File: config.mk
export PLATFORM = sky130hd
export DESIGN_NAME = mfc_top
export DESIGN_NICKNAME = d
export VERILOG_FILES = /design/src/logic/mfc_pkg.sv /design/src/logic/mfc_top.sv
export SDC_FILE = /design/constraint.sdc
export NUM_CORES = 1
export LEC_CHECK = 0
export ABC_AREA = 1
export BUFFER_PORTS_ARGS = -buffer_cell sky130_fd_sc_hd__buf_2
export CAP_MARGIN = 30
export CORE_ASPECT_RATIO = 0.75
export CORE_MARGIN = 5
export CORE_UTILIZATION = 50
export DETAILED_ROUTE_END_ITERATION = 16
export GPL_TIMING_DRIVEN = 1
export PLACE_DENSITY = 0.69
export SLEW_MARGIN = 10
export SYNTH_ARGS = -nofsm -noshare
export SYNTH_HDL_FRONTEND = slang
export SYNTH_SLANG_ARGS = --single-unit
export TNS_END_PERCENT = 100
File: constraint.sdc
create_clock -name clk_sys -period 13.1 [get_ports clk_sys]
set_input_delay 1.965 -clock clk_sys [delete_from_list [all_inputs] [get_ports clk_sys]]
set_output_delay 1.965 -clock clk_sys [all_outputs]
set_load 0.02 [all_outputs]
File: src/logic/mfc_pkg.sv
// Constants, types and helpers of the Modbus frame check and error reply block
package mfc_pkg;
  // Characters framing an ASCII-mode frame
  localparam logic [7:0] MFC_CH_START = 8'h3a; // Colon start character
  localparam logic [7:0] MFC_CH_CR = 8'h0d;
  localparam logic [7:0] MFC_CH_LF = 8'h0a;
  // Check arithmetic
  localparam logic [15:0] MFC_CRC_INIT = 16'hffff;
  localparam logic [15:0] MFC_CRC_POLY = 16'ha001;
  localparam logic [7:0] MFC_SUM_INIT = 8'h00;
  localparam int MFC_CRC_STEPS = 8;
  // Reply fields and error codes
  localparam logic [7:0] MFC_EXC_FLAG = 8'h80;
  localparam logic [7:0] MFC_BCAST_ADDR = 8'h00;
  localparam logic [7:0] MFC_ERR_NONE = 8'h00;
  localparam logic [7:0] MFC_ERR_FUNC = 8'h01;
  localparam logic [7:0] MFC_ERR_ADDR = 8'h02;
  localparam logic [7:0] MFC_ERR_RANGE = 8'h03;
  localparam logic [7:0] MFC_ERR_EXEC = 8'h04;
  // Frame limits and timing
  localparam logic [7:0] MFC_MIN_LEN_ASCII = 8'h03; // Address, function, LRC
  localparam logic [7:0] MFC_MIN_LEN_RTU = 8'h04; // Address, function, CRC pair
  localparam logic [1:0] MFC_IDLE_CHARS = 2'h0; // Idle gap is four characters: shift by 2
  localparam int MFC_IDLE_SHIFT = 2;
  localparam int MFC_IDLE_W = 18;
  // Reply buffer layout
  localparam logic [2:0] MFC_TX_LAST_ASCII = 3'h3; // Address, code, error, LRC
  localparam logic [2:0] MFC_TX_LAST_RTU = 3'h4; // Address, code, error, CRC lo, CRC hi
  // FIFO shape
  localparam int MFC_FIFO_W = 8;
  localparam int MFC_FIFO_DEPTH = 32;

  // Header of a received frame
  typedef struct packed {
    logic [7:0] station;
    logic [7:0] func;
  } mfc_hdr_t;

  // Reply sequencer states
  typedef enum logic [2:0] {
    MFC_TX_IDLE = 3'b000,
    MFC_TX_START = 3'b001,
    MFC_TX_HI = 3'b010,
    MFC_TX_LO = 3'b011,
    MFC_TX_CR = 3'b100,
    MFC_TX_LF = 3'b101
  } mfc_tx_state_t;

  // One byte absorbed into the CRC: combine, then eight conditional shifts
  function automatic logic [15:0] mfc_crc_byte(input logic [15:0] crc, input logic [7:0] b);
    logic [15:0] c;
    c = crc ^ {8'h00, b};
    for (int i = 0; i < MFC_CRC_STEPS; i++) begin
      c = c[0] ? ((c >> 1) ^ MFC_CRC_POLY) : (c >> 1);
    end
    return c;
  endfunction

  // Uppercase hex character to {valid, nibble}
  function automatic logic [4:0] mfc_hex_val(input logic [7:0] ch);
    logic [4:0] r;
    r = 5'h00;
    if (ch >= 8'h30 && ch <= 8'h39) begin
      r = {1'b1, ch[3:0]};
    end else if (ch >= 8'h41 && ch <= 8'h46) begin
      r = {1'b1, ch[3:0] + 4'h9};
    end
    return r;
  endfunction

  // Nibble to uppercase hex character
  function automatic logic [7:0] mfc_hex_char(input logic [3:0] n);
    return (n < 4'ha) ? (8'h30 + {4'h0, n}) : (8'h37 + {4'h0, n});
  endfunction
endpackage

File: src/logic/mfc_top.sv
// Modbus slave frame check, end-of-frame detection and exception reply builder
// Behaviour
// - ASCII check is two's complement of the byte sum modulo 256.
// - RTU CRC accumulator starts at all ones before the first byte.
// - Each byte is XORed into the CRC low eight bits first.
// - Shift right once; XOR with A001 when the dropped bit was one.
// - Eight shift steps per byte before the next byte.
// - CRC runs over address through last data byte; final value is the check.
// - RTU sends CRC low byte first, then high byte.
// - ASCII frame ends with carriage return then line feed.
// - RTU frame ends after line idle longer than four character times.
// - Bad address or range gives an exception reply, device keeps running.
// - Interrupted, corrupt or bad-check frames are dropped with no reply.
// - Exception reply: station, function plus 80h, error code, check.
// - Error codes 00 normal, 01 unknown function, 02 missing address.
// - Error codes 03 value out of range, 04 execution not completed.
// - Station address 00 is broadcast: acted on, never answered.

// Synchronous FIFO with valid and ready on both sides
module mfc_fifo #(
  parameter int WIDTH = 8,
  parameter int DEPTH = 32
) (
  // Clock and reset
  input wire logic clk_sys,
  input wire logic rst,
  // Filling side
  input wire logic in_valid,
  output logic in_ready,
  input wire logic [WIDTH-1:0] in_data,
  // Draining side
  output logic out_valid,
  input wire logic out_ready,
  output logic [WIDTH-1:0] out_data
);
  localparam int AW = $clog2(DEPTH);
  logic [WIDTH-1:0] mem_ff [DEPTH];
  logic [AW-1:0] wr_ptr_ff, nxt_wr_ptr, rd_ptr_ff, nxt_rd_ptr;
  logic [AW:0] count_ff, nxt_count;
  logic push, pop;

  // Flags and pointer updates
  always_comb begin
    in_ready = (count_ff != DEPTH[AW:0]);
    out_valid = (count_ff != '0);
    out_data = mem_ff[rd_ptr_ff];
    push = in_valid && in_ready;
    pop = out_valid && out_ready;
    nxt_wr_ptr = push ? wr_ptr_ff + 1'b1 : wr_ptr_ff;
    nxt_rd_ptr = pop ? rd_ptr_ff + 1'b1 : rd_ptr_ff;
    nxt_count = count_ff + {{AW{1'b0}}, push} - {{AW{1'b0}}, pop};
  end

  // Pointer and storage registers
  always_ff @(posedge clk_sys) begin
    if (rst) begin
      wr_ptr_ff <= '0;
      rd_ptr_ff <= '0;
      count_ff <= '0;
    end else begin
      wr_ptr_ff <= nxt_wr_ptr;
      rd_ptr_ff <= nxt_rd_ptr;
      count_ff <= nxt_count;
    end
    if (push) begin
      mem_ff[wr_ptr_ff] <= in_data;
    end
  end
endmodule

module mfc_top (
  // Clock and reset
  input wire logic clk_sys,
  input wire logic rst,
  // Configuration
  input wire logic ascii_mode,
  input wire logic [7:0] station_no,
  input wire logic [15:0] char_cycles,
  // Received characters from the UART
  input wire logic rx_valid,
  input wire logic [7:0] rx_data,
  // Decoded frame bytes and verdict to the command executor
  output logic byte_valid,
  output logic [7:0] byte_data,
  output logic frame_good,
  output logic frame_bad,
  output mfc_pkg::mfc_hdr_t frame_hdr,
  // Executor outcome for the last good frame
  input wire logic exec_done,
  input wire logic [7:0] exec_code,
  // Reply characters to the UART
  output logic tx_valid,
  output logic [7:0] tx_data,
  input wire logic tx_ready
);
  import mfc_pkg::*;

  logic in_frame_ff, nxt_in_frame;
  logic half_ff, nxt_half;
  logic [3:0] nib_ff, nxt_nib;
  logic cr_ff, nxt_cr;
  logic err_ff, nxt_err;
  logic ignore_ff, nxt_ignore;
  logic [7:0] cnt_ff, nxt_cnt;
  logic [7:0] sum_ff, nxt_sum;
  logic [15:0] crc_ff, nxt_crc;
  logic [MFC_IDLE_W-1:0] idle_ff, nxt_idle;
  mfc_hdr_t hdr_ff, nxt_hdr;
  logic byte_valid_ff, nxt_byte_valid;
  logic [7:0] byte_data_ff, nxt_byte_data;
  logic good_ff, nxt_good;
  logic bad_ff, nxt_bad;
  logic got_byte;
  logic [7:0] got_val;
  logic eof;
  logic [4:0] hexv;
  logic [MFC_IDLE_W-1:0] idle_limit;
  logic [7:0] min_len;
  logic check_ok;

  // Receive path: character decode, check accumulation, end-of-frame
  always_comb begin
    nxt_in_frame = in_frame_ff;
    nxt_half = half_ff;
    nxt_nib = nib_ff;
    nxt_cr = cr_ff;
    nxt_err = err_ff;
    nxt_ignore = ignore_ff;
    nxt_cnt = cnt_ff;
    nxt_sum = sum_ff;
    nxt_crc = crc_ff;
    nxt_idle = idle_ff;
    nxt_hdr = hdr_ff;
    nxt_byte_valid = 1'b0;
    nxt_byte_data = byte_data_ff;
    nxt_good = 1'b0;
    nxt_bad = 1'b0;
    got_byte = 1'b0;
    got_val = rx_data;
    eof = 1'b0;
    hexv = mfc_hex_val(rx_data);
    idle_limit = {2'b00, char_cycles} << MFC_IDLE_SHIFT;
    min_len = ascii_mode ? MFC_MIN_LEN_ASCII : MFC_MIN_LEN_RTU;
    check_ok = ascii_mode ? (sum_ff == MFC_SUM_INIT) : (crc_ff == 16'h0000);
    if (ascii_mode) begin
      if (rx_valid && rx_data == MFC_CH_START) begin
        // Colon restarts; an unfinished frame is dropped silently
        nxt_in_frame = 1'b1;
        nxt_half = 1'b0;
        nxt_cr = 1'b0;
        nxt_err = 1'b0;
        nxt_cnt = 8'h00;
        nxt_sum = MFC_SUM_INIT;
      end else if (rx_valid && in_frame_ff) begin
        if (cr_ff) begin
          if (rx_data == MFC_CH_LF) begin
            eof = 1'b1;
          end else begin
            nxt_err = 1'b1;
            nxt_cr = 1'b0;
          end
        end else if (rx_data == MFC_CH_CR) begin
          nxt_cr = 1'b1;
          if (half_ff) begin
            nxt_err = 1'b1;
          end
        end else if (hexv[4]) begin
          nxt_half = !half_ff;
          nxt_nib = hexv[3:0];
          if (half_ff) begin
            got_byte = 1'b1;
            got_val = {nib_ff, hexv[3:0]};
          end
        end else begin
          nxt_err = 1'b1;
        end
      end
    end else begin
      if (rx_valid) begin
        got_byte = 1'b1;
        nxt_idle = '0;
        if (!in_frame_ff) begin
          nxt_in_frame = 1'b1;
          nxt_err = 1'b0;
          nxt_cnt = 8'h00;
          nxt_crc = MFC_CRC_INIT;
        end
      end else if (in_frame_ff) begin
        if (idle_ff > idle_limit) begin
          eof = 1'b1;
        end else begin
          nxt_idle = idle_ff + 1'b1;
        end
      end
    end
    // Absorb one frame byte into both checks and the header
    if (got_byte) begin
      if (nxt_cnt == 8'h00) begin
        nxt_hdr.station = got_val;
        nxt_ignore = (got_val != station_no) && (got_val != MFC_BCAST_ADDR);
      end else if (nxt_cnt == 8'h01) begin
        nxt_hdr.func = got_val;
      end
      nxt_sum = (nxt_cnt == 8'h00 ? MFC_SUM_INIT : sum_ff) + got_val;
      nxt_crc = mfc_crc_byte((nxt_cnt == 8'h00) ? MFC_CRC_INIT : crc_ff, got_val);
      nxt_cnt = (cnt_ff == 8'hff) ? cnt_ff : nxt_cnt + 8'h01;
      nxt_byte_valid = (nxt_cnt == 8'h01) ? !nxt_ignore : !ignore_ff;
      nxt_byte_data = got_val;
    end
    // Verdict at end of frame; other stations get none
    if (eof) begin
      nxt_in_frame = 1'b0;
      nxt_cr = 1'b0;
      nxt_idle = '0;
      if (cnt_ff != 8'h00 && !ignore_ff) begin
        if (!err_ff && cnt_ff >= min_len && check_ok) begin
          nxt_good = 1'b1;
        end else begin
          nxt_bad = 1'b1;
        end
      end
    end
  end

  // Receive path registers
  always_ff @(posedge clk_sys) begin
    if (rst) begin
      in_frame_ff <= 1'b0;
      half_ff <= 1'b0;
      nib_ff <= 4'h0;
      cr_ff <= 1'b0;
      err_ff <= 1'b0;
      ignore_ff <= 1'b0;
      cnt_ff <= 8'h00;
      sum_ff <= MFC_SUM_INIT;
      crc_ff <= MFC_CRC_INIT;
      idle_ff <= '0;
      hdr_ff <= '0;
      byte_valid_ff <= 1'b0;
      byte_data_ff <= 8'h00;
      good_ff <= 1'b0;
      bad_ff <= 1'b0;
    end else begin
      in_frame_ff <= nxt_in_frame;
      half_ff <= nxt_half;
      nib_ff <= nxt_nib;
      cr_ff <= nxt_cr;
      err_ff <= nxt_err;
      ignore_ff <= nxt_ignore;
      cnt_ff <= nxt_cnt;
      sum_ff <= nxt_sum;
      crc_ff <= nxt_crc;
      idle_ff <= nxt_idle;
      hdr_ff <= nxt_hdr;
      byte_valid_ff <= nxt_byte_valid;
      byte_data_ff <= nxt_byte_data;
      good_ff <= nxt_good;
      bad_ff <= nxt_bad;
    end
  end

  assign byte_valid = byte_valid_ff;
  assign byte_data = byte_data_ff;
  assign frame_good = good_ff;
  assign frame_bad = bad_ff;
  assign frame_hdr = hdr_ff;

  mfc_tx_state_t st_ff, nxt_st;
  logic pend_ff, nxt_pend;
  logic [7:0] tb_ff [5];
  logic [7:0] nxt_tb [5];
  logic [2:0] idx_ff, nxt_idx;
  logic [2:0] last_idx;
  logic [7:0] exc_code;
  logic [15:0] reply_crc;
  logic f_in_valid, f_in_ready, f_out_valid, f_out_ready;
  logic [7:0] f_in_data, f_out_data;
  logic tx_valid_ff, nxt_tx_valid;
  logic [7:0] tx_data_ff, nxt_tx_data;

  // Reply sequencer: builds exception frames into the FIFO
  always_comb begin
    nxt_st = st_ff;
    nxt_pend = pend_ff;
    nxt_idx = idx_ff;
    for (int i = 0; i < 5; i++) begin
      nxt_tb[i] = tb_ff[i];
    end
    last_idx = ascii_mode ? MFC_TX_LAST_ASCII : MFC_TX_LAST_RTU;
    exc_code = hdr_ff.func | MFC_EXC_FLAG;
    reply_crc = mfc_crc_byte(mfc_crc_byte(mfc_crc_byte(MFC_CRC_INIT, hdr_ff.station),
                exc_code), exec_code);
    f_in_valid = 1'b0;
    f_in_data = 8'h00;
    if (good_ff) begin
      nxt_pend = 1'b1;
    end else if (exec_done && pend_ff) begin
      nxt_pend = 1'b0;
      // Broadcast and normal outcomes never produce a reply here
      if (exec_code != MFC_ERR_NONE && hdr_ff.station != MFC_BCAST_ADDR
          && st_ff == MFC_TX_IDLE) begin
        nxt_tb[0] = hdr_ff.station;
        nxt_tb[1] = exc_code;
        nxt_tb[2] = exec_code;
        nxt_tb[3] = ascii_mode ? 8'h00 - (hdr_ff.station + exc_code + exec_code)
                               : reply_crc[7:0];
        nxt_tb[4] = reply_crc[15:8];
        nxt_idx = 3'h0;
        nxt_st = ascii_mode ? MFC_TX_START : MFC_TX_LO;
      end
    end
    case (st_ff)
      MFC_TX_IDLE: begin
        f_in_valid = 1'b0;
      end
      MFC_TX_START: begin
        f_in_valid = 1'b1;
        f_in_data = MFC_CH_START;
        if (f_in_ready) begin
          nxt_st = MFC_TX_HI;
        end
      end
      MFC_TX_HI: begin
        f_in_valid = 1'b1;
        f_in_data = mfc_hex_char(tb_ff[idx_ff][7:4]);
        if (f_in_ready) begin
          nxt_st = MFC_TX_LO;
        end
      end
      MFC_TX_LO: begin
        f_in_valid = 1'b1;
        f_in_data = ascii_mode ? mfc_hex_char(tb_ff[idx_ff][3:0]) : tb_ff[idx_ff];
        if (f_in_ready) begin
          nxt_idx = idx_ff + 3'h1;
          if (idx_ff == last_idx) begin
            nxt_st = ascii_mode ? MFC_TX_CR : MFC_TX_IDLE;
          end else begin
            nxt_st = ascii_mode ? MFC_TX_HI : MFC_TX_LO;
          end
        end
      end
      MFC_TX_CR: begin
        f_in_valid = 1'b1;
        f_in_data = MFC_CH_CR;
        if (f_in_ready) begin
          nxt_st = MFC_TX_LF;
        end
      end
      MFC_TX_LF: begin
        f_in_valid = 1'b1;
        f_in_data = MFC_CH_LF;
        if (f_in_ready) begin
          nxt_st = MFC_TX_IDLE;
        end
      end
      default: begin
        nxt_st = MFC_TX_IDLE;
      end
    endcase
    // Output register drained by the UART
    f_out_ready = !tx_valid_ff || tx_ready;
    nxt_tx_valid = tx_valid_ff;
    nxt_tx_data = tx_data_ff;
    if (f_out_ready) begin
      nxt_tx_valid = f_out_valid;
      nxt_tx_data = f_out_valid ? f_out_data : tx_data_ff;
    end
  end

  // Reply sequencer registers
  always_ff @(posedge clk_sys) begin
    if (rst) begin
      st_ff <= MFC_TX_IDLE;
      pend_ff <= 1'b0;
      idx_ff <= 3'h0;
      for (int i = 0; i < 5; i++) begin
        tb_ff[i] <= 8'h00;
      end
      tx_valid_ff <= 1'b0;
      tx_data_ff <= 8'h00;
    end else begin
      st_ff <= nxt_st;
      pend_ff <= nxt_pend;
      idx_ff <= nxt_idx;
      for (int i = 0; i < 5; i++) begin
        tb_ff[i] <= nxt_tb[i];
      end
      tx_valid_ff <= nxt_tx_valid;
      tx_data_ff <= nxt_tx_data;
    end
  end

  // Reply character buffer
  mfc_fifo #(
    .WIDTH(MFC_FIFO_W),
    .DEPTH(MFC_FIFO_DEPTH)
  ) u_fifo (
    .clk_sys(clk_sys),
    .rst(rst),
    .in_valid(f_in_valid),
    .in_ready(f_in_ready),
    .in_data(f_in_data),
    .out_valid(f_out_valid),
    .out_ready(f_out_ready),
    .out_data(f_out_data)
  );

  assign tx_valid = tx_valid_ff;
  assign tx_data = tx_data_ff;
endmodule

======== Word level (Yosys, flattened, before mapping) ========
Memory sizes are Yosys's and may differ from the RTL's. A register that Yosys moved wholly into a read port is not among the register bits.
Index checks and enable logic that the tools add are counted.
word-level totals
  flip-flop bits (word level) ............. 110
  RAM bits ................................ 296
  input port bits ......................... 46
  output and inout bits ................... 36
  word-level logic and storage cells ...... 323
  memories kept ........................... 2
operators by class
  $add $sub $neg .......................... 16
  order comparisons ....................... 8
  equal/unequal tests ..................... 28
  multiplexer cells ....................... 145
  bitwise gates (word level) .............. 49
  reductions and logical operators ........ 52
memory list
  memory         words  bits a word  rd ports  clocked after Yosys merged registers in  write ports  line            source
  u_fifo.mem_ff  32     8            1         1                                        1            mfc_top.sv:37   logic [WIDTH-1:0] mem_ff [DEPTH];
  tb_ff          5      8            1         1                                        5            mfc_top.sv:270  logic [7:0] tb_ff [5];
operator list
  operator                                                          count
  16-bit 2-to-1 mux                                                 37
  8-bit 2-to-1 mux                                                  24
  40-bit 2-to-1 mux                                                 3
  2-bit NOT with 3-bit output                                       32
  18-bit 2-to-1 mux                                                 3
  3-bit 2-to-1 mux                                                  18
  1-bit 2-to-1 mux                                                  53
  16-bit by 8-bit XOR with 16-bit output                            3
  8-bit one-hot mux with 5 select lines                             1
  8-bit nonzero test                                                4
  6-bit by 4-bit adder with 7-bit output (first input constant)     4
  8-bit adder                                                       3
  18-bit by 1-bit adder with 18-bit output (second input constant)  1
  18-bit greater-than comparator                                    1
  3-bit one-hot mux with 6 select lines                             1
  8-bit by 1-bit == test with 1-bit output (second input constant)  2
  8-bit by 4-bit == test with 1-bit output (second input constant)  2
  16-bit logical NOT                                                1
  8-bit logical NOT                                                 2
  8-bit NOT with 16-bit output                                      1
  2-bit nonzero test                                                8
  7-bit 2-to-1 mux                                                  2
  1-bit logical AND                                                 13
  6-bit AND reduction                                               2
  44 further kinds                                                  77

======== Longest topological paths before layout ========
Gate-level depths: netlist of run 1.
  depth after elaboration ................. 56
  depth in mapped cells ................... 26
  mapped depth without buffers ............ 25

======== Modules after synthesis ========
Synthesis of run 1 repeated with hierarchy kept, for this count alone.
unflattened totals
  cells, all modules ...................... 2345
  area, all modules ....................... 21353.0 µm²
modules (own cells, without submodules)
  module    instances  cells an instance  area each (µm²)  seq. area each (µm²)
  mfc_fifo  1          1031               11614.9          8107.8
  mfc_top   1          1314               9738.1           3243.1

======== Worst setup path before layout of run 1 ========
Ideal clock, no wire load.
  path type ............................... in2reg
  start point ............................. input port rx_data[0]
  end point ............................... register sum_ff[6]
  library setup time ...................... 92 ps
  data arrival time ....................... 5031 ps
  required time ........................... 13008 ps
  slack ................................... 7977 ps
  stages .................................. 22
  path buffers ............................ 1
  cell sequence ........................... inv_1 > ha_1 > nand3_1 > nor2_2 > nand3_4 > inv_2 > nor2_1 > nand2_1 > ha_1 > nand2_1 > nor2_4 > clkbuf_1 > nor2_1 > ha_1 > fa_1 > nand3_1 > and2_1 > nor2_1 > o21ai_0 > nand2_1 > xnor2_1 > o32ai_1
on the way
  longest elaborated chain between the ends .. 13
  elaborated cells on any way between the ends .. 34
  classes of those cells .................. add/sub: 2; order compare: 4; eq/ne: 2; mux: 19; reduce/logical: 7
RTL lines
  what                                                                                                                                              line            source
  from (decl)                                                                                                                                       mfc_top.sv:81   input wire logic [7:0] rx_data,
  8-bit by 7-bit greater-or-equal comparator with 1-bit output / 8-bit by 7-bit less-or-equal comparator with 1-bit output (equally long branches)  mfc_pkg.sv:65   end else if (ch >= 8'h41 && ch <= 8'h46) begin
  1-bit logical AND                                                                                                                                 mfc_pkg.sv:65
  5-bit 2-to-1 mux                                                                                                                                  mfc_pkg.sv:65
  5-bit 2-to-1 mux                                                                                                                                  mfc_pkg.sv:63   if (ch >= 8'h30 && ch <= 8'h39) begin
  8-bit 2-to-1 mux                                                                                                                                  mfc_top.sv:170  if (half_ff) begin
  8-bit 2-to-1 mux                                                                                                                                  mfc_top.sv:167  end else if (hexv[4]) begin
  8-bit 2-to-1 mux                                                                                                                                  mfc_top.sv:162  end else if (rx_data == MFC_CH_CR) begin
  8-bit 2-to-1 mux                                                                                                                                  mfc_top.sv:155  if (cr_ff) begin
  8-bit 2-to-1 mux                                                                                                                                  mfc_top.sv:154  end else if (rx_valid && in_frame_ff) begin
  8-bit 2-to-1 mux                                                                                                                                  mfc_top.sv:146  if (rx_valid && rx_data == MFC_CH_START) begin
  8-bit 2-to-1 mux                                                                                                                                  mfc_top.sv:145  if (ascii_mode) begin
  8-bit adder                                                                                                                                       mfc_top.sv:204  nxt_sum = (nxt_cnt == 8'h00 ? MFC_SUM_INIT : sum_ff) + got_val;
  8-bit 2-to-1 mux                                                                                                                                  mfc_top.sv:197  if (got_byte) begin
  to (signal assigned)                                                                                                                              mfc_top.sv:251  sum_ff <= nxt_sum;
  to (decl)                                                                                                                                         mfc_top.sv:105  logic [7:0] sum_ff, nxt_sum;
Parallel ways exist; a longest one is shown, timed or not.
A chain may end at the register's enable or synchronous reset.

======== Final worst setup path of run 1 ========
Same ends and word-level chain as after synthesis.

==> metrics, run 1 <==
status=completed; Top Metal Used=met4; cts repair resizes=0; DR WL met3=4870 µm; Setup Skew=14.4 ps; post-synthesis cell count=2176; largest net degree at the start of global routing=92; Setup crit end=sum_ff[6]$_SDFFE_PP0P_; Inst Count DP=2696; GPL Wtd Cong=0.900; DPL Wire Length=36300 µm; Die Area=45400 µm²; maximum VDD drop=0.000108 V; crit path launch type=input pin; row cnt=64; final antenna-violating net count=0; Clock Tree Root=clkbuf_16; P per Cell Area=151 nW/µm²; Yosys reg bits=414; TNS Setup=0 ps; Initial Utilization=0.505; layout cell share with drive strength beyond 1=0.106; post-route design area=22800 µm²; most common cell in the synthesized netlist=nor2_1; WL/cell=19.6 µm; # hold bufs at CTS=0; fin crit period=5160 ps; drt total wl=54300 µm; fill cell total of the finished layout=3558; Tot GR Track Use=0.236; clk slew on worst S/H paths=60 ps; drt pass-1 iters=6; Hold Crit Class=reg2reg; antenna violations before repair=0; async set-or-reset flop fraction in the synthesized netlist=0; vias in the first global route=15280; max cap viols=0; Die Wd=244 µm; Post-Syn Area=20600 µm²; final period utilization=0.394; DR vias=16215; worst-margin pin slew=960 ps; Warnings, synthesis=0; Leak Pwr=8.35 nW; CP cell instances=buf_2, inv_1, ha_1, nand3_1, nor2_2, nand3_4, inv_2, nor2_1, nand2_1, ha_1, nand2_1, nor2_4, nor2_1, ha_1, fa_1, nand3_1, and2_1, nor2_1, o21ai_0, nand2_1, xnor2_1, o32ai_1; r2r setup slk=8940 ps; WL met1=25200 µm; EDFF count, synth=296; min-delay src=tx_data[2]$_SDFFE_PP0P_; fmax=194 MHz; critical path depth in cells=22; Primary FF master, synth=edfxtp_1; Area Overhead vs Synth=10.6%; DP Area=21300 µm²; Post-Syn Area per Cell=9.47 µm²; Port Buf Inserts=81; Critical Path Start=rx_data[0]; Ant. Diodes=0; worst path bufs/invs=3; worst r2r src=idx_ff[0]$_SDFF_PP0_; syn nets=2302; CP max-delay cell=nor2_4; Clock Path Buffers=3; Final Util=0.559; Synth area leader=edfxtp_1; Chip Height=186 µm; num ports=82; CP peak stage delay=470 ps; CORE AREA=40800 µm²; CP endpoint kind=flop; CP required=13550 ps; CTS H-tree depth=2; TritonCTS clock tree=built; Slew Limit Headroom=0.358; commonest cells in the netlist=nor2_1, edfxtp_1, nand2_1; RSZ-0062 raised after global routing=no; CP top delay family=simple AND/OR/NAND/NOR gates; clock latency on the worst-skew pair=550 ps; post-synth cell types=63; type of the worst setup path=in2reg; first-pass GRT wire length=85200 µm; Post-Layout Cell Count=2778; vias per cell=5.84; Pins Over Slew Limit=0; CTS buffer count=42; Final Setup Violations=0; Yosys top cell area share=0.432; reg2reg end=u_fifo.mem_ff[20][2]$_DFFE_PP_; Final Hold Vio Count=0; crit path DAT=5610 ps; metal2 WL=23200 µm; DRT iter0 DRCs=1978; Critical Path Fanout Max=19; final hold slack=465 ps; CTS sink count=414; DRC Markers=0; post-synthesis sequential area ratio=0.546; GRT overflow=0; Final nets=2342; Setup Fix Bufs, Post-CTS=0; Worst Reg-to-Reg Cells=13; Area contributors post-synth=edfxtp_1, dfxtp_1, nor2_1
how the worst min path moves through the flow:
stage	to	slack [ps]	cells past startpoint
after floorplan	nib_ff[3]$_SDFFE_PP0P_	440	2
after global placement	tx_data[2]$_SDFFE_PP0P_	450	2
after detailed placement	tx_data[5]$_SDFFE_PP0P_	460	2
after CTS	tx_data[5]$_SDFFE_PP0P_	470	2
after global routing	tx_data[6]$_SDFFE_PP0P_	490	2
final	tx_data[2]$_SDFFE_PP0P_	460	2
power breakdown:
group	leakage (nW)	switching, mW	internal, mW
sequential	3.45	0.0463	1.43
combinational	4.21	0.528	0.230
clock	0.687	0.516	0.699
total	8.35	1.09	2.35
stage by stage:
step	setup slack [ps]	power, mW
2_1_floorplan	7980	2.00
3_3_place_gp	7580	2.21
3_5_place_dp	7430	2.23
4_1_cts	8010	3.44
5_1_grt	7570	3.61
6_report	7940	3.44
tightest hold or removal path: cells and delay by family (launching register included):
| kind | cells | cell delay (ps) |
|---|---|---|
| and+or+nand+nor | 1 | 60 |
| AOI/OAI and AO/OA | 1 | 50 |
| DFF | 1 | 310 |
layer usage:
layer  global-route usage  vias to the layer above
met4               0.0591                        0
met5                    0                        -
met2                0.349                      665
met1                0.358                     7785
met3               0.0481                       79
li1                     -                     7686
layout by cell type (no fill, tap or decap), types with 19 or more instances in the layout:
cell type and n:
nor2_1 314, edfxtp_1 296, nand2_1 266, o21ai_0 233, inv_1 187, dfxtp_1 117, a21oi_1 102, nand3_1 99
buf_2 81, ha_1 71, o22ai_1 52, xor2_1 46, clkbuf_16 43, nand4_1 42, o221ai_1 28, nor3_1 26
nand2_2 23, xnor2_1 21, o211ai_1 19
state kept, by name (all words and copies together), names as in the netlist, 6 cells and up:
name	flops
idle_ff	18
u_fifo.mem_ff	256
frame_hdr	16
byte_data	8
cnt_ff	8
sum_ff	8
crc_ff	16
u_fifo.count_ff	6
tx_data	8
tb_ff	40
logic make-up after synthesis:
| logic type | after synthesis | share of synthesized area |
|---|---|---|
| AND/OR/NAND/NOR | 822 | 0.177 |
| AO/OA/AOI/OAI | 482 | 0.136 |
| flip-flops | 414 | 0.546 |
| buffers and inverters | 311 | 0.0607 |
| adder cells (fa/ha/maj) | 80 | 0.0519 |
| XOR/XNOR | 67 | 0.0285 |
area by class of cell:
class                           count  area, µm²  area share
Timing Repair Buffer              100        568      0.0249
Tap cell                          528        661      0.0290
Clock buffer                       58       1180      0.0519
Sequential cell                   414      11300       0.494
Multi-Input combinational cell   1451       8130       0.357
Clock inverter                     20        215     0.00944
Inverter                          207        778      0.0341
No activity file was read; power rests on OpenSTA's default activity.
==> run 2: changes to the inputs <==
Settings changed: ABC_AREA 1 to 0, PLACE_DENSITY 0.69 to 0.71.
Clock period 13.1 ns to 4.7 ns, I/O delays scaled along.
==> run 2 against run 1 <==
  * Sequential power grew to 2.8 times the previous value
  * Sequential cell count stayed put
  * Global-route usage is 3.4 points lower
  * Core utilization is 0.58 points higher
  * Critical path type unchanged
  * Critical endpoint is now sum_ff[7]$_SDFFE_PP0P_
  * Highest routed layer unchanged
==> metrics, run 2 <==
Yosys reg bits=414; Initial Utilization=0.503; Simple-Gate Fraction of Synth Area=0.0928; combinational share of power=0.219; largest net degree at the start of global routing=57; async set-or-reset flop fraction in the synthesized netlist=0; Switch Pwr=2.69 mW; syn nets=1633; Pins Over Slew Limit=0; post-synthesis cell count=1507; maximum VDD drop=0.000291 V; TritonCTS clock tree=built; P per Cell Area=441 nW/µm²; multiplexer share of the synthesized area=0.114; Synth area leader=edfxtp_1; post-route design area=22200 µm²; Tot GR Track Use=0.202; DRT iter0 DRCs=1290; Post-Syn Area=19700 µm²; CORE AREA=39300 µm²; post-synth cell types=74; fraction of the mapped netlist area in adder cells=0.0547; Leak Pwr=7.90 nW; CP cell instances=buf_2, inv_1, ha_1, nand4b_1, nor2_1, nand2_1, and2_1, nand2_1, ha_1, o21ai_1, and2_1, ha_1, a21o_1, a21oi_1, o21bai_1, a21oi_1, o21bai_1, a21oi_1, xor2_1, nor2_1, o21ai_0, a21oi_1; Final Hold Vio Count=0; cts repair resizes=0; Chip Height=182 µm; EDFF count, synth=296; Setup Fix Bufs, Post-CTS=0; antenna violations before repair=0; worst path bufs/invs=2; DR vias=12386; Sw Ratio=0.276; Primary FF master, synth=edfxtp_1; CP peak stage delay=280 ps; max cap viols=0; TNS Setup=0 ps; Slew Limit Headroom=0.374; fmax=240 MHz; fin crit period=4160 ps; GRT overflow=0; compound-cell area share of the yosys netlist=0.0739; CP endpoint kind=flop; most frequent CP cell=a21oi_1; vias in the first global route=12015; type of the worst setup path=in2reg; Die Area=43600 µm²; most common cell in the synthesized netlist=edfxtp_1; # hold bufs at CTS=0; Biggest register=u_fifo.mem_ff; Area contributors post-synth=edfxtp_1, dfxtp_1, mux4_2; crit path launch type=input pin; status=completed; Clock Tree Root=clkbuf_16; Port Buf Inserts=81; vias per cell=5.80; DPL Wire Length=29700 µm; Ant. Diodes=0; CTS H-tree depth=2; CTS buffer count=42; num ports=82; Yosys top cell area share=0.450; max reg flops=256; Final nets=1709; final antenna-violating net count=0; row cnt=63; P_int=7.08 mW; Regs by FF count=u_fifo.mem_ff (256), tb_ff (40), idle_ff (18); DP Area=20700 µm²; CP top delay family=compound AO/OA/AOI/OAI gates; RSZ-0062 raised after global routing=no; commonest non-fill, non-tap cell in the layout=edfxtp_1; crit path DAT=4590 ps; WL/cell=20.8 µm; drt pass-1 iters=5; CP required=5140 ps; Die Wd=239 µm; GPL Wtd Cong=0.877; CP max-delay cell=ha_1; Area Overhead vs Synth=12.4%; area share of xor/xnor cells in the synthesized design=0.0578; DRC Markers=0; most frequent cells in the layout=edfxtp_1, nor2_1, dfxtp_1; CTS sink count=414; Critical Path Fanout Max=8; drt total wl=44400 µm; Final Setup Violations=0; clk slew on worst S/H paths=60 ps; Clock Path Buffers=3; Post-Syn Area per Cell=13.1 µm²; worst-margin pin slew=939 ps; layout cell share with drive strength beyond 1=0.190; first-pass GRT wire length=69300 µm; Hold Crit Class=in2reg; commonest cells in the netlist=edfxtp_1, nor2_1, dfxtp_1; post-synthesis sequential area ratio=0.570; Warnings, synthesis=0; main combinational cell family by area after synthesis=multiplexers; clock share of power=0.357; clock latency on the worst-skew pair=570 ps; Seq pwr share=0.425; final period utilization=0.885; Setup Skew=29.4 ps
==> run 2: cells by family after synthesis <==
logic type,Yosys count
DFF,414
and+or+nand+nor,389
AOI/OAI and AO/OA,213
buffers and inverters,174
xor gates and xnor gates,123
muxes,113
adders and majority gates,81
==> run 2: power by group through the flow <==
stage | Combinational [mW] | Sequential, mW | Clock, mW
2_1_floorplan | 1.61 | 4.15 | 0
3_3_place_gp | 2.04 | 4.28 | 0
3_5_place_dp | 2.07 | 4.28 | 0
4_1_cts | 2.09 | 4.20 | 3.54
5_1_grt | 2.30 | 4.18 | 3.72
6_report | 2.14 | 4.15 | 3.49
==> run 2: routing by layer <==
layer | vias up | wire, µm | global-route usage
met1 | 6177 | 20600 | 0.313
li1 | 5726 | - | -
met4 | 0 | 657 | 0.0411
met2 | 426 | 20000 | 0.302
met5 | - | 0 | 0
met3 | 57 | 3130 | 0.0348
==> run 2: cell type report <==
class                           instances  area [µm²]
Fill cell                            3141       17100
Sequential cell                       414       11300
Multi-Input combinational cell        919        7790
Clock buffer                           52        1100
Timing Repair Buffer                  121         727
Tap cell                              520         651
Clock inverter                         26         335
Inverter                               85         319
==> run 2: metrics by stage <==
step                      hold slack, ps  total power, mW  cells  setup slack (ps)   util
after floorplan                      456             5.77   1507               488      -
after global placement               466             6.31   2054               305  0.527
after detailed placement             480             6.35   2056              72.7  0.527
after CTS                            448             9.83   2134               669  0.564
after global routing                 481             10.2   2137               124  0.565
final                                473             9.77   2137               541  0.565
==> run 2: worst paths after layout <==
kind	from	endpoint	slack [ps]	cells past startpoint
worst min register to register	ignore_ff$_SDFFE_PP0P_	ignore_ff$_SDFFE_PP0P_	490	2
worst max-delay path	rx_data[0]	sum_ff[7]$_SDFFE_PP0P_	540	22
worst max register to register	cnt_ff[3]$_SDFF_PP0_	sum_ff[7]$_SDFFE_PP0P_	840	15
worst min-delay path	exec_done	pend_ff$_SDFFE_PP0N_	470	4
==> run 2: worst register-to-register path, cell delays in order (launching register included) <==
cell	delay, ps
dfxtp_1	360
or4_1	600
nor3_1	430
o21ai_1	190
and2_1	230
ha_1	280
a21o_1	180
a21oi_1	250
o21bai_1	110
a21oi_1	280
o21bai_1	110
a21oi_1	190
xor2_1	230
nor2_1	60
o21ai_0	160
a21oi_1	80
==> run 3: changes to the inputs <==
Settings changed: CORE_UTILIZATION 50 to 45, PLACE_DENSITY 0.71 to 0.66.
==> run 3 against run 2 <==
  * Clock-buffer cell count increased by 13
  * Final area is 0.52% higher
  * Via count shrank 0.35%
  * Critical path depth down 3
  * Fmax increased by 4.0%
  * Non-clock buffer count shrank 1
  * Clock power barely moved
  * Die area rose by 11%
  * Largest cell class unchanged
  * Combinational power barely moved
  * Clock skew is 1.4 ps lower
==> metrics, run 3 (synthesis gave the netlist of run 2 again) <==
status=completed; worst path bufs/invs=3; Biggest register=u_fifo.mem_ff; CP required=5120 ps; Tot GR Track Use=0.189; Final Setup Violations=0; worst r2r src=idx_ff[0]$_SDFF_PP0_; Clock Tree Root=clkbuf_16; maximum VDD drop=0.000371 V; # hold bufs at CTS=0; Die Area=48200 µm²; Final nets=1709; Leak Pwr=7.89 nW; Hold Crit Class=in2reg; antenna violations before repair=0; vias in the first global route=12200; clk slew on worst S/H paths=60 ps; CTS sink count=414; Post-Layout Cell Count=2196; Final Hold Vio Count=0; Final Util=0.514; largest net degree at the start of global routing=56; max reg flops=256; fin crit period=4000 ps; Setup Skew=28.0 ps; final period utilization=0.851; Die Wd=252 µm; Regs by FF count=u_fifo.mem_ff (256), tb_ff (40), idle_ff (18); CTS buffer count=43; DR vias=12343; crit path DAT=4420 ps; Area Overhead vs Synth=13.0%; DPL Wire Length=31300 µm; cts repair resizes=0; crit path launch type=input pin; fmax=250 MHz; CP endpoint kind=flop; Critical Path Start=rx_data[0]; RSZ-0062 raised after global routing=no; reg2reg end=u_fifo.mem_ff[11][0]$_DFFE_PP_; PnR Total Power=9.82 mW; first-pass GRT wire length=72000 µm; P per Cell Area=440 nW/µm²; CTS H-tree depth=2; critical path depth in cells=19; TNS Setup=0 ps; CP cell instances=buf_2, inv_1, ha_1, nand4b_1, nor2_1, nand2_1, and2_1, nand2_1, ha_1, inv_1, o41ai_1, a21oi_1, xnor2_1, xnor3_1, xnor3_2, xnor2_2, xnor2_1, a21oi_1, or2_1; most frequent cells in the layout=edfxtp_1, nor2_1, dfxtp_1; CP top delay family=XOR/XNOR gates; Setup crit end=crc_ff[0]$_SDFFE_PP1P_; CP max-delay cell=xnor3_2; row cnt=66; Inst Count DP=2115; max cap viols=0; vias per cell=5.62; Port Buf Inserts=81; final hold slack=479 ps; DRC Markers=0; CP peak stage delay=440 ps; WL/cell=20.7 µm; Worst Reg-to-Reg Cells=8; Pins Over Slew Limit=0; GPL Wtd Cong=0.879; Chip Height=191 µm; Slew Limit Headroom=0.360; Initial Utilization=0.455; layout cell share with drive strength beyond 1=0.188; CORE AREA=43400 µm²; commonest non-fill, non-tap cell in the layout=edfxtp_1; TritonCTS clock tree=built; drt total wl=45500 µm; Critical Path Fanout Max=8; final antenna-violating net count=0; r2r setup slk=1010 ps; drt pass-1 iters=7; worst-margin pin slew=961 ps; type of the worst setup path=in2reg; Ant. Diodes=0; num ports=82; Clock Path Buffers=3; GRT overflow=0; DRT iter0 DRCs=1132; Setup Fix Bufs, Post-CTS=0; clock latency on the worst-skew pair=560 ps
run 3: worst min path at each step:
stage | from | to | slack [ps] | cells after the start
after detailed placement | pend_ff$_SDFFE_PP0N_ | pend_ff$_SDFFE_PP0N_ | 480 | 2
final | exec_done | pend_ff$_SDFFE_PP0N_ | 480 | 4
after floorplan | idle_ff[17]$_SDFFE_PP0P_ | idle_ff[17]$_SDFFE_PP0P_ | 460 | 2
after CTS | exec_done | pend_ff$_SDFFE_PP0N_ | 460 | 4
after global placement | pend_ff$_SDFFE_PP0N_ | pend_ff$_SDFFE_PP0N_ | 470 | 2
after global routing | rx_data[0] | nib_ff[0]$_SDFFE_PP0P_ | 520 | 3
run 3: layout make-up:
cell class	count	area, µm²
fillers	3667	21100
well taps	578	723
flip-flops and latches	414	11300
clock buffers	65	1250
multi-input cells	919	7790
repair buffers	120	742
clock inverters	15	213
inverters	85	319
run 3: report_power, final:
part / internal, mW / total, mW / leakage, nW / switching (mW)
Sequential: 3.98 / 4.18 / 3.73 / 0.206
Clock: 2.07 / 3.47 / 0.710 / 1.41
Combinational: 1.10 / 2.16 / 3.45 / 1.06
Total: 7.15 / 9.82 / 7.89 / 2.67
run 3: metal layers:
layer / vias to the layer above / track usage / routed length, µm
met2: 420 / 0.272 / 19700
met4: 0 / 0.0326 / 662
met1: 6150 / 0.299 / 21800
li1: 5716 / - / -
met5: - / 0 / 0
met3: 57 / 0.0407 / 3420
run 3: stage by stage:
stage | area (µm²) | setup slack [ps]
6_report | 22300 | 701
5_1_grt | 22300 | 424
4_1_cts | 22300 | 775
3_5_place_dp | 20800 | 208
3_3_place_gp | 20800 | 248
2_1_floorplan | 19700 | 488
run 3: worst min-delay path: cells and delay by family:
kind                   cells  cell delay, ps
AND/OR/NAND/NOR            1              70
buffers and inverters      2             150
AO/OA/AOI/OAI              1              50
